**config.mk**
```make
export PLATFORM = sky130hd
export DESIGN_NAME = ccdrs_sequencer
export DESIGN_NICKNAME = d
export VERILOG_FILES = /design/src/logic/ccdrs_pkg.sv /design/src/logic/ccdrs_timer.sv /design/src/logic/ccdrs_sequencer.sv
export SDC_FILE = /design/constraint.sdc
export NUM_CORES = 1
export LEC_CHECK = 0
export ABC_AREA = 1
export BUFFER_PORTS_ARGS = -buffer_cell sky130_fd_sc_hd__buf_2
export CAP_MARGIN = 30
export CORE_UTILIZATION = 60
export CTS_CLUSTER_SIZE = 30
export DETAILED_ROUTE_END_ITERATION = 8
export HOLD_SLACK_MARGIN = 0.06
export PLACE_DENSITY_LB_ADDON = 0.12
export RECOVER_POWER = 100
export SYNTH_ARGS = -nofsm -noshare
export SYNTH_HDL_FRONTEND = slang
export SYNTH_HIERARCHICAL = 1
export SYNTH_SLANG_ARGS = --single-unit
```
**constraint.sdc**
```tcl
create_clock -name clock -period 7.7 [get_ports clock]
set_clock_uncertainty 0.1 [all_clocks]
set_input_delay 1.54 -clock clock [delete_from_list [all_inputs] [get_ports clock]]
set_output_delay 1.54 -clock clock [all_outputs]
set_load 0.01 [all_outputs]
```
**src/logic/ccdrs_pkg.sv**
```systemverilog
// constants for the area ccd readout sequencer
package ccdrs_pkg;
  // clock
  localparam int CLOCK_NS = 50;
  // vertical transfer pulse width and transfer/horizontal overlap, in ns
  localparam int VERT_PW_NS = 18000;
  localparam int VERT_PW_MIN_NS = 6000;
  localparam int OVERLAP_NS = 6000;
  localparam int OVERLAP_MIN_NS = 3000;
  // horizontal and summing gate pulse width, reset gate pulse width, in ns
  localparam int HORIZ_PW_NS = 5000;
  localparam int HORIZ_PW_MIN_NS = 500;
  localparam int RESET_PW_NS = 500;
  localparam int RESET_PW_MIN_NS = 100;
  // fastest allowed pixel period (1 MHz)
  localparam int PIXEL_PERIOD_MIN_NS = 1000;
  // cycle counts, typical times rounded up
  localparam int VERT_CYC_I = (VERT_PW_NS + CLOCK_NS - 1) / CLOCK_NS;
  localparam int OVERLAP_CYC_I = (OVERLAP_NS + CLOCK_NS - 1) / CLOCK_NS;
  localparam int HORIZ_CYC_I = (HORIZ_PW_NS + CLOCK_NS - 1) / CLOCK_NS;
  localparam int RESET_CYC_I = (RESET_PW_NS + CLOCK_NS - 1) / CLOCK_NS;
  localparam int VERT_TWO_CYC_I = (VERT_CYC_I > OVERLAP_CYC_I) ? VERT_CYC_I : OVERLAP_CYC_I;
  localparam logic [8:0] VERT_ONE_CYC = VERT_CYC_I[8:0];
  localparam logic [8:0] VERT_TWO_CYC = VERT_TWO_CYC_I[8:0];
  localparam logic [8:0] HORIZ_HALF_CYC = HORIZ_CYC_I[8:0];
  localparam logic [8:0] RESET_CYC = RESET_CYC_I[8:0];
  // horizontal line layout, left to right
  localparam int H_BLANK_L = 4;
  localparam int H_BLACK_L = 4;
  localparam int H_ISO_L = 4;
  localparam int H_EFFECTIVE = 1024;
  localparam int H_ISO_R = 4;
  localparam int H_BLACK_R = 0;
  localparam int H_BLANK_R = 4;
  localparam int H_TOTAL_I = H_BLANK_L + H_BLACK_L + H_ISO_L + H_EFFECTIVE
                           + H_ISO_R + H_BLACK_R + H_BLANK_R;
  localparam int H_EFF_FIRST_I = H_BLANK_L + H_BLACK_L + H_ISO_L;
  localparam int H_BLACK_FIRST_I = H_BLANK_L;
  // vertical frame layout, top to bottom
  localparam int V_ISO_T = 4;
  localparam int V_EFFECTIVE = 1024;
  localparam int V_ISO_B = 4;
  localparam int V_TOTAL_I = V_ISO_T + V_EFFECTIVE + V_ISO_B;
  localparam logic [10:0] H_LAST = 11'(H_TOTAL_I - 1);
  localparam logic [10:0] H_EFF_FIRST = 11'(H_EFF_FIRST_I);
  localparam logic [10:0] H_EFF_LAST = 11'(H_EFF_FIRST_I + H_EFFECTIVE - 1);
  localparam logic [10:0] H_BLACK_FIRST = 11'(H_BLACK_FIRST_I);
  localparam logic [10:0] H_BLACK_LAST = 11'(H_BLACK_FIRST_I + H_BLACK_L - 1);
  localparam logic [10:0] V_LAST = 11'(V_TOTAL_I - 1);
  localparam logic [10:0] V_EFF_FIRST = 11'(V_ISO_T);
  localparam logic [10:0] V_EFF_LAST = 11'(V_ISO_T + V_EFFECTIVE - 1);
  // sequencer states
  typedef enum logic [2:0] {
    CCDRS_IDLE,
    CCDRS_VERT_ONE,
    CCDRS_VERT_TWO,
    CCDRS_HORIZ_FIRST,
    CCDRS_HORIZ_SECOND
  } ccdrs_state_t;
endpackage

```
**src/logic/ccdrs_timer.sv**
```systemverilog
// phase timer: counts cycles within one phase and flags the last one
`timescale 1ns/10ps
`default_nettype none
module ccdrs_timer (
  // clock and reset
  input  wire logic       clock,
  input  wire logic       rst,
  // control
  input  wire logic       clear,
  input  wire logic [8:0] limit,
  // status
  output logic      [8:0] count,
  output logic            last
);
  import ccdrs_pkg::*;

  typedef struct packed {
    logic [8:0] count;
  } ccdrs_timer_state_t;

  ccdrs_timer_state_t cur;
  ccdrs_timer_state_t next_cur;

  // last cycle of the phase; the count wraps by itself so phases chain without gaps
  assign last  = (cur.count == (limit - 9'h001));
  assign count = cur.count;

  // next count
  always_comb begin
    next_cur = cur;
    if (clear || last) begin
      next_cur.count = 9'h000;
    end else begin
      next_cur.count = cur.count + 9'h001;
    end
  end

  // state register
  always_ff @(posedge clock or posedge rst) begin
    if (rst) begin
      cur <= '0;
    end else begin
      cur <= next_cur;
    end
  end
endmodule // ccdrs_timer
`default_nettype wire

```
**src/logic/ccdrs_sequencer.sv**
```systemverilog
// clock sequencer driving a 1024 x 1024 full-frame area ccd
`timescale 1ns/10ps
`default_nettype none
module ccdrs_sequencer (
  // clock and reset
  input  wire logic        clock,
  input  wire logic        rst,
  // frame control
  // busy and frame_done let a host pace frames without timing them itself
  input  wire logic        start,
  input  wire logic        continuous,
  output logic             busy,
  output logic             frame_done,
  // sensor clocks and gates
  output logic             vertical_phase_one,
  output logic             vertical_phase_two,
  output logic             transfer_isolation_gate,
  output logic             horizontal_phase_one,
  output logic             horizontal_phase_two,
  output logic             summing_gate,
  output logic             output_reset_gate,
  // sample strobe for the converter watching output_source
  // column and row name the pixel just dumped and hold until the next strobe
  // effective and black flag the pixel class, so the converter needs no table
  output logic             sample_strobe,
  output logic      [10:0] sample_column,
  output logic      [10:0] sample_row,
  output logic             sample_effective,
  output logic             sample_black
);
  import ccdrs_pkg::*;

  // all state but the timer count sits in one record, so reset and registering cover it in one go
  // sensor pin levels are stored, not decoded from the state, so every sensor pin leaves a flop
  // a decoded pin could glitch, and the clock drivers would pass the runt on
  typedef struct packed {
    ccdrs_state_t state;
    logic [10:0]  col;
    logic [10:0]  row;
    logic         v_one;
    logic         v_two;
    logic         h_one;
    logic         h_two;
    logic         reset_gate;
    logic         strobe;
    logic [10:0]  s_col;
    logic [10:0]  s_row;
    logic         s_eff;
    logic         s_black;
    logic         done;
  } ccdrs_seq_state_t;

  ccdrs_seq_state_t cur;
  ccdrs_seq_state_t next_cur;
  logic [8:0]       limit;
  logic [8:0]       count;
  logic             last;
  logic             timer_clear;

  // phase length per state; both horizontal halves equal gives the 50 percent duty
  // each length is the typical width, far above the least one, so slow driver
  // edges on the large vertical load still leave the sensor a full pulse
  // idle keeps a harmless length, the timer is held clear there anyway
  always_comb begin
    limit = HORIZ_HALF_CYC;
    unique case (cur.state)
      CCDRS_IDLE:         limit = HORIZ_HALF_CYC;
      CCDRS_VERT_ONE:     limit = VERT_ONE_CYC;
      CCDRS_VERT_TWO:     limit = VERT_TWO_CYC;
      CCDRS_HORIZ_FIRST:  limit = HORIZ_HALF_CYC;
      CCDRS_HORIZ_SECOND: limit = HORIZ_HALF_CYC;
    endcase
  end

  // timer held at zero while idle so the first phase gets its full length
  // this also drops any count left over when reset cut a frame part way
  // and a start in idle always sees a fresh phase, never a stale one
  assign timer_clear = (cur.state == CCDRS_IDLE);

  // one timer serves every phase, since only one phase runs at a time
  // it wraps by itself at the limit, so state change and restart share an edge
  ccdrs_timer u_timer (
    .clock (clock),
    .rst   (rst),
    .clear (timer_clear),
    .limit (limit),
    .count (count),
    .last  (last)
  );

  // sequencing: transfer one row, then shift out every position of it
  // one row, in cycles after the edge that starts it:
  //   0 to 359     first vertical phase
  //   360 to 719   second vertical phase and transfer gate, first horizontal
  //                phase already high so the line lands in the horizontal register
  //   720 to 819   first horizontal phase of column 0
  //   820 to 919   second horizontal phase and summing gate of column 0
  //   821 to 830   reset gate clears the output node
  //   920          summing gate falls, strobe marks column 0
  // every later column repeats this 200 cycle pixel, 10 us or 0.1 MHz
  // after the last column the next row's first vertical phase starts at once
  // columns 0-3 blank, 4-7 optical black, 8-11 isolation, 12-1035 effective,
  // 1036-1039 isolation, 1040-1043 blank; the right black group is empty
  // rows 0-3 and 1028-1031 are isolation, rows 4-1027 effective
  // a frame is 1032 rows of 1044 positions, a little over 216 million cycles
  // start counts only in idle; a start while busy is dropped without a trace
  // continuous counts only at the end of the last pixel of a frame
  // limitation: there is no abort, only reset stops a frame part way
  always_comb begin
    next_cur        = cur;
    next_cur.strobe = 1'b0;
    next_cur.done   = 1'b0;
    unique case (cur.state)
      CCDRS_IDLE: begin
        // start may be a level or a pulse; only its value at this edge counts
        if (start) begin
          next_cur.state = CCDRS_VERT_ONE;
          next_cur.row   = 11'h000;
          next_cur.col   = 11'h000;
        end
      end
      CCDRS_VERT_ONE: begin
        // the whole image moves down one row during this phase
        if (last) begin
          next_cur.state = CCDRS_VERT_TWO;
        end
      end
      CCDRS_VERT_TWO: begin
        // the column count restarts while the line is still moving down
        if (last) begin
          next_cur.state = CCDRS_HORIZ_FIRST;
          next_cur.col   = 11'h000;
        end
      end
      CCDRS_HORIZ_FIRST: begin
        // charge of this column sits under the first horizontal phase
        if (last) begin
          next_cur.state = CCDRS_HORIZ_SECOND;
        end
      end
      CCDRS_HORIZ_SECOND: begin
        if (last) begin
          // summing gate falls here and dumps the pixel onto the output node
          next_cur.strobe  = 1'b1;
          next_cur.s_col   = cur.col;
          next_cur.s_row   = cur.row;
          next_cur.s_eff   = (cur.col >= H_EFF_FIRST) && (cur.col <= H_EFF_LAST) &&
                             (cur.row >= V_EFF_FIRST) && (cur.row <= V_EFF_LAST);
          next_cur.s_black = (cur.col >= H_BLACK_FIRST) && (cur.col <= H_BLACK_LAST);
          if (cur.col != H_LAST) begin
            next_cur.col   = cur.col + 11'h001;
            next_cur.state = CCDRS_HORIZ_FIRST;
          end else if (cur.row != V_LAST) begin
            next_cur.row   = cur.row + 11'h001;
            next_cur.state = CCDRS_VERT_ONE;
          end else begin
            next_cur.done  = 1'b1;
            next_cur.row   = 11'h000;
            next_cur.state = continuous ? CCDRS_VERT_ONE : CCDRS_IDLE;
          end
        end
      end
    endcase
    // pin levels follow the next state so they change on the phase edge itself
    // decoding the next state costs a little logic but saves a cycle of lag,
    // which would otherwise put every pin one cycle behind its phase
    next_cur.v_one = (next_cur.state == CCDRS_VERT_ONE);
    next_cur.v_two = (next_cur.state == CCDRS_VERT_TWO);
    // first horizontal phase stays high across the whole transfer-gate pulse
    next_cur.h_one = (next_cur.state == CCDRS_VERT_TWO) ||
                     (next_cur.state == CCDRS_HORIZ_FIRST);
    next_cur.h_two = (next_cur.state == CCDRS_HORIZ_SECOND);
    // reset pulse trails the summing gate rise by one cycle and ends well before its fall
    // the node is cleared early so the output has about 90 cycles to settle
    next_cur.reset_gate = (cur.state == CCDRS_HORIZ_SECOND) && (count < RESET_CYC);
  end

  // state register
  // async reset parks every pin low, which the sensor takes as all clocks off
  // the reset branch loads a constant only, so release is clean on any edge
  always_ff @(posedge clock or posedge rst) begin
    if (rst) begin
      cur <= '{state: CCDRS_IDLE, default: '0};
    end else begin
      cur <= next_cur;
    end
  end

  // outputs; gate copies share the flip-flop so they cannot skew by a cycle
  // the isolation gate must match the second vertical phase exactly, so it
  // reuses that flop instead of a twin that could drift apart later
  assign vertical_phase_one      = cur.v_one;
  assign vertical_phase_two      = cur.v_two;
  assign transfer_isolation_gate = cur.v_two;
  assign horizontal_phase_one    = cur.h_one;
  assign horizontal_phase_two    = cur.h_two;
  assign summing_gate            = cur.h_two;
  assign output_reset_gate       = cur.reset_gate;
  assign sample_strobe           = cur.strobe;
  assign sample_column           = cur.s_col;
  assign sample_row              = cur.s_row;
  assign sample_effective        = cur.s_eff;
  assign sample_black            = cur.s_black;
  assign busy                    = (cur.state != CCDRS_IDLE);
  assign frame_done              = cur.done;
endmodule // ccdrs_sequencer
`default_nettype wire

```
==> flow_metrics.py, run 1 <==
metrics = {
    "critical_path": {
        "ff2ff_path_depth": 18,
        "path_class": "reg -> reg",
        "worstReg2RegEnd": "sample_effective",
        "endpoint_kind": "register",
        "crit_fanout": 47,
        "r2r_setup_slack_ns": 2.61,
        "cp.required_ns": 7.86,
        "worstReg2RegStart": "cur[55]",
        "cp-start-kind": "register",
        "worstPathArrival_ns": 5.26,
    },
    "floorplan": {
        "die_y_um": 84.2,
        "io_pins": 38,
        "coreArea_um2": 6420,
        "start_util": 0.631,
        "fp.dieArea_um2": 7080,
        "rows": 29,
        "fp.dieW_um": 84.2,
    },
    "min_path": {
        "min_delay_worst_endpoint": "sample_row[1]",
        "hold_path.startpoint": "sample_row[1]",
        "hp-class": "reg -> reg",
        "min_path_cells": 2,
    },
    "place": {
        "place_inst": 642,
        "dpl.hpwl_um": 6350,
        "io_buffers": 37,
        "place.gp.congestion": 0.891,
    },
    "clock_network": {
        "htreeDepth": 3,
        "clk_pin_slew_ns": 0.08,
        "ctsHoldBuffers": 0,
        "cts_tree": "built",
        "ctsRootBufferMaster": "clkbuf_8",
        "numClockSinks": 65,
        "numCtsBuffers": 9,
        "ctsResizeCount": 0,
        "clock_latency_ns": 0.35,
        "max-clock-path-buffers": 2,
        "cts_setup_buffers": 0,
    },
    "synth": {
        "ys_seq_elements": 65,
        "yosys_warnings": 6,
        "synth-edff-count": 0,
        "yosys.area.top_type_share": 0.402,
        "synth-seq-area-share": 0.402,
        "synth.distinct_cells": 41,
        "yosysTopAreaCell": "dfrtp_1",
        "netlist_instances": 546,
        "syn_area_per_cell_um2": 7.42,
        "netlist_top_cells_count": "nand2_1, dfrtp_1, inv_1",
        "synthArstFlopShare": 1.00,
        "synth.top_cells.by_area": "dfrtp_1, nand2_1, inv_1",
        "yosysMostFrequentCell": "nand2_1",
        "synth_flop_cell": "dfrtp_1",
        "netlist_area_um2": 4050,
    },
    "global_route": {
        "grt_overflow": 0,
        "grt_pass1_wl_um": 15600,
        "grt_usage": 0.276,
        "first_global_vias": 3464,
        "grt_max_degree": 57,
        "grt_antenna_before_repair": 0,
    },
    "timing": {
        "fmax_ghz": 0.196,
        "slew_viol_final": 57,
        "slew_headroom": -0.951,
        "fin_crit_sh": 0.662,
        "finalSetupTns_ns": 0,
        "tightest_slew_ns": 2.93,
        "finalHoldViolations": 0,
        "period_needed_ns": 5.09,
        "finalSetupViolations": 0,
        "rsz0062_at_grt": "no",
    },
    "final_layout": {
        "layout.cells.non_filler": 658,
        "num_antenna_cells": 0,
        "fin_nets": 586,
        "area_growth_syn_to_layout_pct": 5.56,
        "drive_above_1_share": 0.0516,
    },
    "route": {
        "detail_route.wl_per_cell_um": 13.4,
        "dr.first_iter.drc_count": 407,
        "first_pass_iters": 7,
        "viasPerCell": 5.38,
        "route.vias.total": 3539,
        "drc": 9,
        "drt_wl_total_um": 8800,
        "ant_nets": 0,
    },
    "power": {
        "ir_drop_v": 0.000182,
        "power.density_nw_per_um2": 238,
        "p_leak_nw": 2.04,
    },
    "run": {
        "cap_viol_max_count": 1,
    },
    "status": {
        "failed_checks": "DRC, capacitance limit, slew limit",
        "status": "finished with violations",
    },
}
==> power breakdown <==
group	switching [mW]	total (mW)	internal, mW
sequential	0.0355	0.405	0.370
combinational	0.161	0.250	0.0890
clock	0.139	0.364	0.225
==> cell usage in the layout (no fill, tap or decap), types with 3 or more instances in the layout <==
cell       netlist  routed
a21oi_1          7       8
buf_2            5       3
bufinv_16        0       3
clkbuf_1         2      35
clkbuf_8         0      10
conb_1           2      20
dfrtp_1         65      65
ha_1             6       6
inv_1           61      62
nand2_1        136     138
nand3_1         39      40
nand3b_1         3       3
nand4_1         20      21
nor2_1          60      64
nor3_1           7       7
o21ai_0         41      52
xnor2_1          5       5
xor2_1          11      11
==> flip-flops by register name (all words and copies together), names as in the netlist, 9 cells and up <==
signal         cells
sample_row        11
cur               25
sample_column     11
u_timer/count      9
==> through the flow <==
stage / setup slack, ns / instance area [µm²] / power (mW) / hold slack, ns / util
5_1_grt: 2.13 / 4280 / 1.08 / 0.403 / 0.666
4_1_cts: 3.41 / 4400 / 1.04 / 0.387 / 0.684
3_5_place_dp: 3.43 / 4140 / 0.675 / 0.368 / 0.645
3_3_place_gp: 3.61 / 4140 / 0.665 / 0.363 / 0.645
2_1_floorplan: 4.69 / 4120 / 0.624 / 0.354 / -
6_report: 2.61 / 4280 / 1.02 / 0.385 / 0.666
==> worst max-delay path, cell delays in order, from the launching register on <==
cell      delay, ns
dfrtp_1        0.44
inv_1          0.12
nand2_1        0.11
inv_1          0.07
nand2_1        0.07
nand2_1        0.12
inv_1          0.16
nor2_1         0.10
nand2_1        0.18
inv_1          0.08
a211oi_1       0.26
nand4_1        0.15
nor2_1         0.83
inv_1          0.43
nor2_1         0.54
inv_1          0.66
a21oi_1        0.34
nand3_1        0.10
o21ai_0        0.17
==> worst max-delay path by stage <==
stage / from / to / slack (ns) / cells after the start
3_5_place_dp: cur[55] / vertical_phase_one / 3.43 / 17
5_1_grt: cur[55] / sample_effective / 2.13 / 18
6_report: cur[55] / sample_effective / 2.61 / 18
2_1_floorplan: rst / cur[31] / 4.69 / 1
3_3_place_gp: cur[55] / vertical_phase_one / 3.61 / 17
4_1_cts: cur[55] / vertical_phase_one / 3.41 / 17
==> metal layers <==
layer | GRT usage | wire length (µm) | vias up | part of all wire
met5 | 0 | 0 | - | 0
met3 | 0.0678 | 643 | 16 | 0.073
met1 | 0.374 | 4040 | 1606 | 0.46
met2 | 0.446 | 4000 | 145 | 0.45
met4 | 0.0752 | 111 | 0 | 0.013
li1 | - | - | 1772 | -
==> logic make-up after synthesis <==
family          synth area share
simple gates               0.323
buf+inv                    0.127
compound gates            0.0936
flops                      0.402
xor+xnor                  0.0346
fa+ha+maj                 0.0185
other cells              0.00185
==> final cells by class <==
cell class / instances / area [µm²]
well taps: 77 / 96.3
clock buffers: 10 / 138
fillers: 615 / 2150
inverters: 66 / 249
clock inverters: 6 / 115
flip-flops and latches: 65 / 1630
multi-input cells: 396 / 1900
repair buffers: 38 / 146
Power figures use the tool's default switching activity.
==> run 2: changes to the inputs <==
--- a/config.mk
+++ b/config.mk
@@ -5,10 +5,10 @@
 export SDC_FILE = /design/constraint.sdc
 export NUM_CORES = 1
 export LEC_CHECK = 0
-export ABC_AREA = 1
+export ABC_AREA = 0
 export BUFFER_PORTS_ARGS = -buffer_cell sky130_fd_sc_hd__buf_2
 export CAP_MARGIN = 30
-export CORE_UTILIZATION = 60
+export CORE_UTILIZATION = 53
 export CTS_CLUSTER_SIZE = 30
 export DETAILED_ROUTE_END_ITERATION = 8
 export HOLD_SLACK_MARGIN = 0.06
==> constraint.sdc (replaced) <==
create_clock -name clock -period 4.65 [get_ports clock]
set_clock_uncertainty 0.1 [all_clocks]
set_input_delay 0.93 -clock clock [delete_from_list [all_inputs] [get_ports clock]]
set_output_delay 0.93 -clock clock [all_outputs]
set_load 0.01 [all_outputs]
==> flow_metrics.py, run 2 <==
metrics = {
    "clock_network": {
        "ctsResizeCount": 0,
        "cts_tree": "built",
        "numClockSinks": 65,
        "max-clock-path-buffers": 2,
        "htreeDepth": 3,
        "ctsRootBufferMaster": "clkbuf_8",
        "numCtsBuffers": 9,
        "ctsHoldBuffers": 0,
        "cts_setup_buffers": 0,
        "clk_pin_slew_ns": 0.08,
        "clock_latency_ns": 0.34,
    },
    "timing": {
        "tightest_slew_ns": 1.68,
        "final.setup.worst_slack_ns": 0.586,
        "fin_crit_sh": 0.874,
        "finalHoldViolations": 0,
        "slew_headroom": -0.121,
        "rsz0062_at_grt": "no",
        "slew_viol_final": 41,
        "period_needed_ns": 4.06,
        "finalSetupViolations": 0,
        "fmax_ghz": 0.246,
        "finalSetupTns_ns": 0,
    },
    "route": {
        "highest-signal-layer": "met4",
        "route.vias.total": 2908,
        "viasPerCell": 5.31,
        "detail_route.wl_per_cell_um": 13.7,
        "wl_met3_um": 234,
        "first_pass_iters": 4,
        "drc": 0,
        "ant_nets": 0,
        "drt_wl_total_um": 7490,
        "dr.first_iter.drc_count": 144,
        "wl_met2_um": 3410,
        "wl_met1_um": 3720,
    },
    "place": {
        "place_ws_ns": 0.744,
        "dpl.hpwl_um": 5240,
        "place.gp.congestion": 0.839,
        "io_buffers": 37,
    },
    "global_route": {
        "grt_pass1_wl_um": 13000,
        "grt_usage": 0.223,
        "grt_overflow": 0,
        "grt_max_degree": 45,
        "first_global_vias": 2752,
        "grt_antenna_before_repair": 0,
    },
    "synth": {
        "yosys_warnings": 6,
        "yosysMostFrequentCell": "nand2_1",
        "netlist_area_um2": 3760,
        "yosys.area.top_type_share": 0.432,
        "synth_flop_cell": "dfrtp_1",
        "synthArstFlopShare": 1.00,
        "ys_seq_elements": 65,
        "yosysTopAreaCell": "dfrtp_1",
        "synth-seq-area-share": 0.432,
        "synth.top_cells.by_area": "dfrtp_1, nand2_1, buf_4",
        "netlist_instances": 427,
        "netlist_top_cells_count": "nand2_1, dfrtp_1, o21ai_0",
        "synth.distinct_cells": 60,
        "synth-edff-count": 0,
        "syn_area_per_cell_um2": 8.81,
    },
    "critical_path": {
        "path_class": "reg -> reg",
        "worstPathArrival_ns": 4.23,
        "cp.required_ns": 4.82,
        "cp-start-kind": "register",
        "endpoint_kind": "register",
        "crit_fanout": 24,
    },
    "floorplan": {
        "coreArea_um2": 6830,
        "fp.dieW_um": 86.2,
        "rows": 30,
        "fp.dieArea_um2": 7440,
        "io_pins": 38,
        "die_y_um": 86.2,
        "start_util": 0.551,
    },
    "status": {
        "failed_checks": "capacitance limit, slew limit",
        "status": "finished with violations",
    },
    "final_layout": {
        "num_antenna_cells": 0,
        "area_growth_syn_to_layout_pct": 5.69,
        "drive_above_1_share": 0.0708,
        "fin_nets": 457,
        "top_register": "cur",
        "final_common_cell": "nand2_1",
        "layout_common_cells": "nand2_1, dfrtp_1, clkbuf_1",
        "largest_reg_flops": 25,
    },
    "power": {
        "ir_drop_v": 0.000235,
        "p_leak_nw": 1.77,
        "power.density_nw_per_um2": 354,
    },
    "min_path": {
        "hp-class": "reg -> reg",
    },
    "run": {
        "cap_viol_max_count": 2,
    },
}
-- run 2: changes by cell type in the layout (fill, tap and decap cells not counted), moves of 12 or more --
cell / before / now
inv_1: 62 / 17
nand2_1: 138 / 84
nand3_1: 40 / 15
nand4_1: 21 / 9
nor2_1: 64 / 22
o21ai_0: 52 / 30
-- run 2: critical path: stages, from the launching register on --
cell and delay (ns):
dfrtp_1 0.52, inv_1 0.15, nor2_1 0.16, inv_1 0.07
o21ai_0 0.14, buf_4 0.18, inv_1 0.13, nor2_1 0.15
nand3b_1 0.11, xnor2_1 0.14, nand4_1 0.11, a2111oi_0 0.40
buf_4 0.25, nand3_1 0.12, inv_2 0.38, a22oi_2 0.26
or4_1 0.54, o21ai_0 0.08
-- run 2: cell families (layout without fill, tap and decap cells) --
kind of cell	Yosys count	count (layout)	share of synthesized area
AOI/OAI and AO/OA	72	72	0.129
xor gates and xnor gates	25	25	0.0582
adders and majority gates	6	6	0.0200
buffers and inverters	65	75	0.0968
DFF	65	65	0.432
muxes	4	4	0.0110
other	2	17	0.00200
and+or+nand+nor	188	188	0.251
-- run 2: routing by layer --
metal | up-vias | global-route usage
li1 | 1460 | -
met2 | 53 | 0.336
met1 | 1384 | 0.325
met4 | 0 | 0.0848
met3 | 11 | 0.0352
met5 | - | 0
-- run 2: worst paths after layout --
check                              start                to  slack (ns)  depth (start not counted)
max in group asynchronous            rst           cur[39]        1.67                          3
min in group asynchronous            rst  u_timer/count[5]        0.43                          2
min                        sample_row[7]     sample_row[7]        0.37                          2
min reg2reg                sample_row[7]     sample_row[7]        0.37                          2
max                              cur[54]           cur[37]        0.59                         17
max reg2reg                      cur[54]           cur[37]        0.59                         17
-- run 2: cell type report --
| type | instances | area [µm²] |
|---|---|---|
| repair buffers | 41 | 168 |
| clock buffers | 9 | 124 |
| multi-input cells | 312 | 1790 |
| fillers | 664 | 2860 |
| flip-flops and latches | 65 | 1630 |
| clock inverters | 7 | 78.8 |
| well taps | 96 | 120 |
| inverters | 18 | 67.6 |
-- run 2: metrics by stage --
stage	util	hold WS, ns	instances	power [mW]	area (µm²)
2_1_floorplan	-	0.347	442	0.892	3820
3_3_place_gp	0.565	0.354	532	0.938	3860
3_5_place_dp	0.565	0.358	532	0.946	3860
4_1_cts	0.595	0.376	548	1.44	4070
5_1_grt	0.582	0.398	548	1.48	3980
6_report	0.582	0.375	548	1.41	3980
-- run 2: power breakdown --
| group | switching [mW] | internal, mW |
|---|---|---|
| clock network | 0.235 | 0.252 |
| registers | 0.0771 | 0.614 |
| logic | 0.118 | 0.110 |
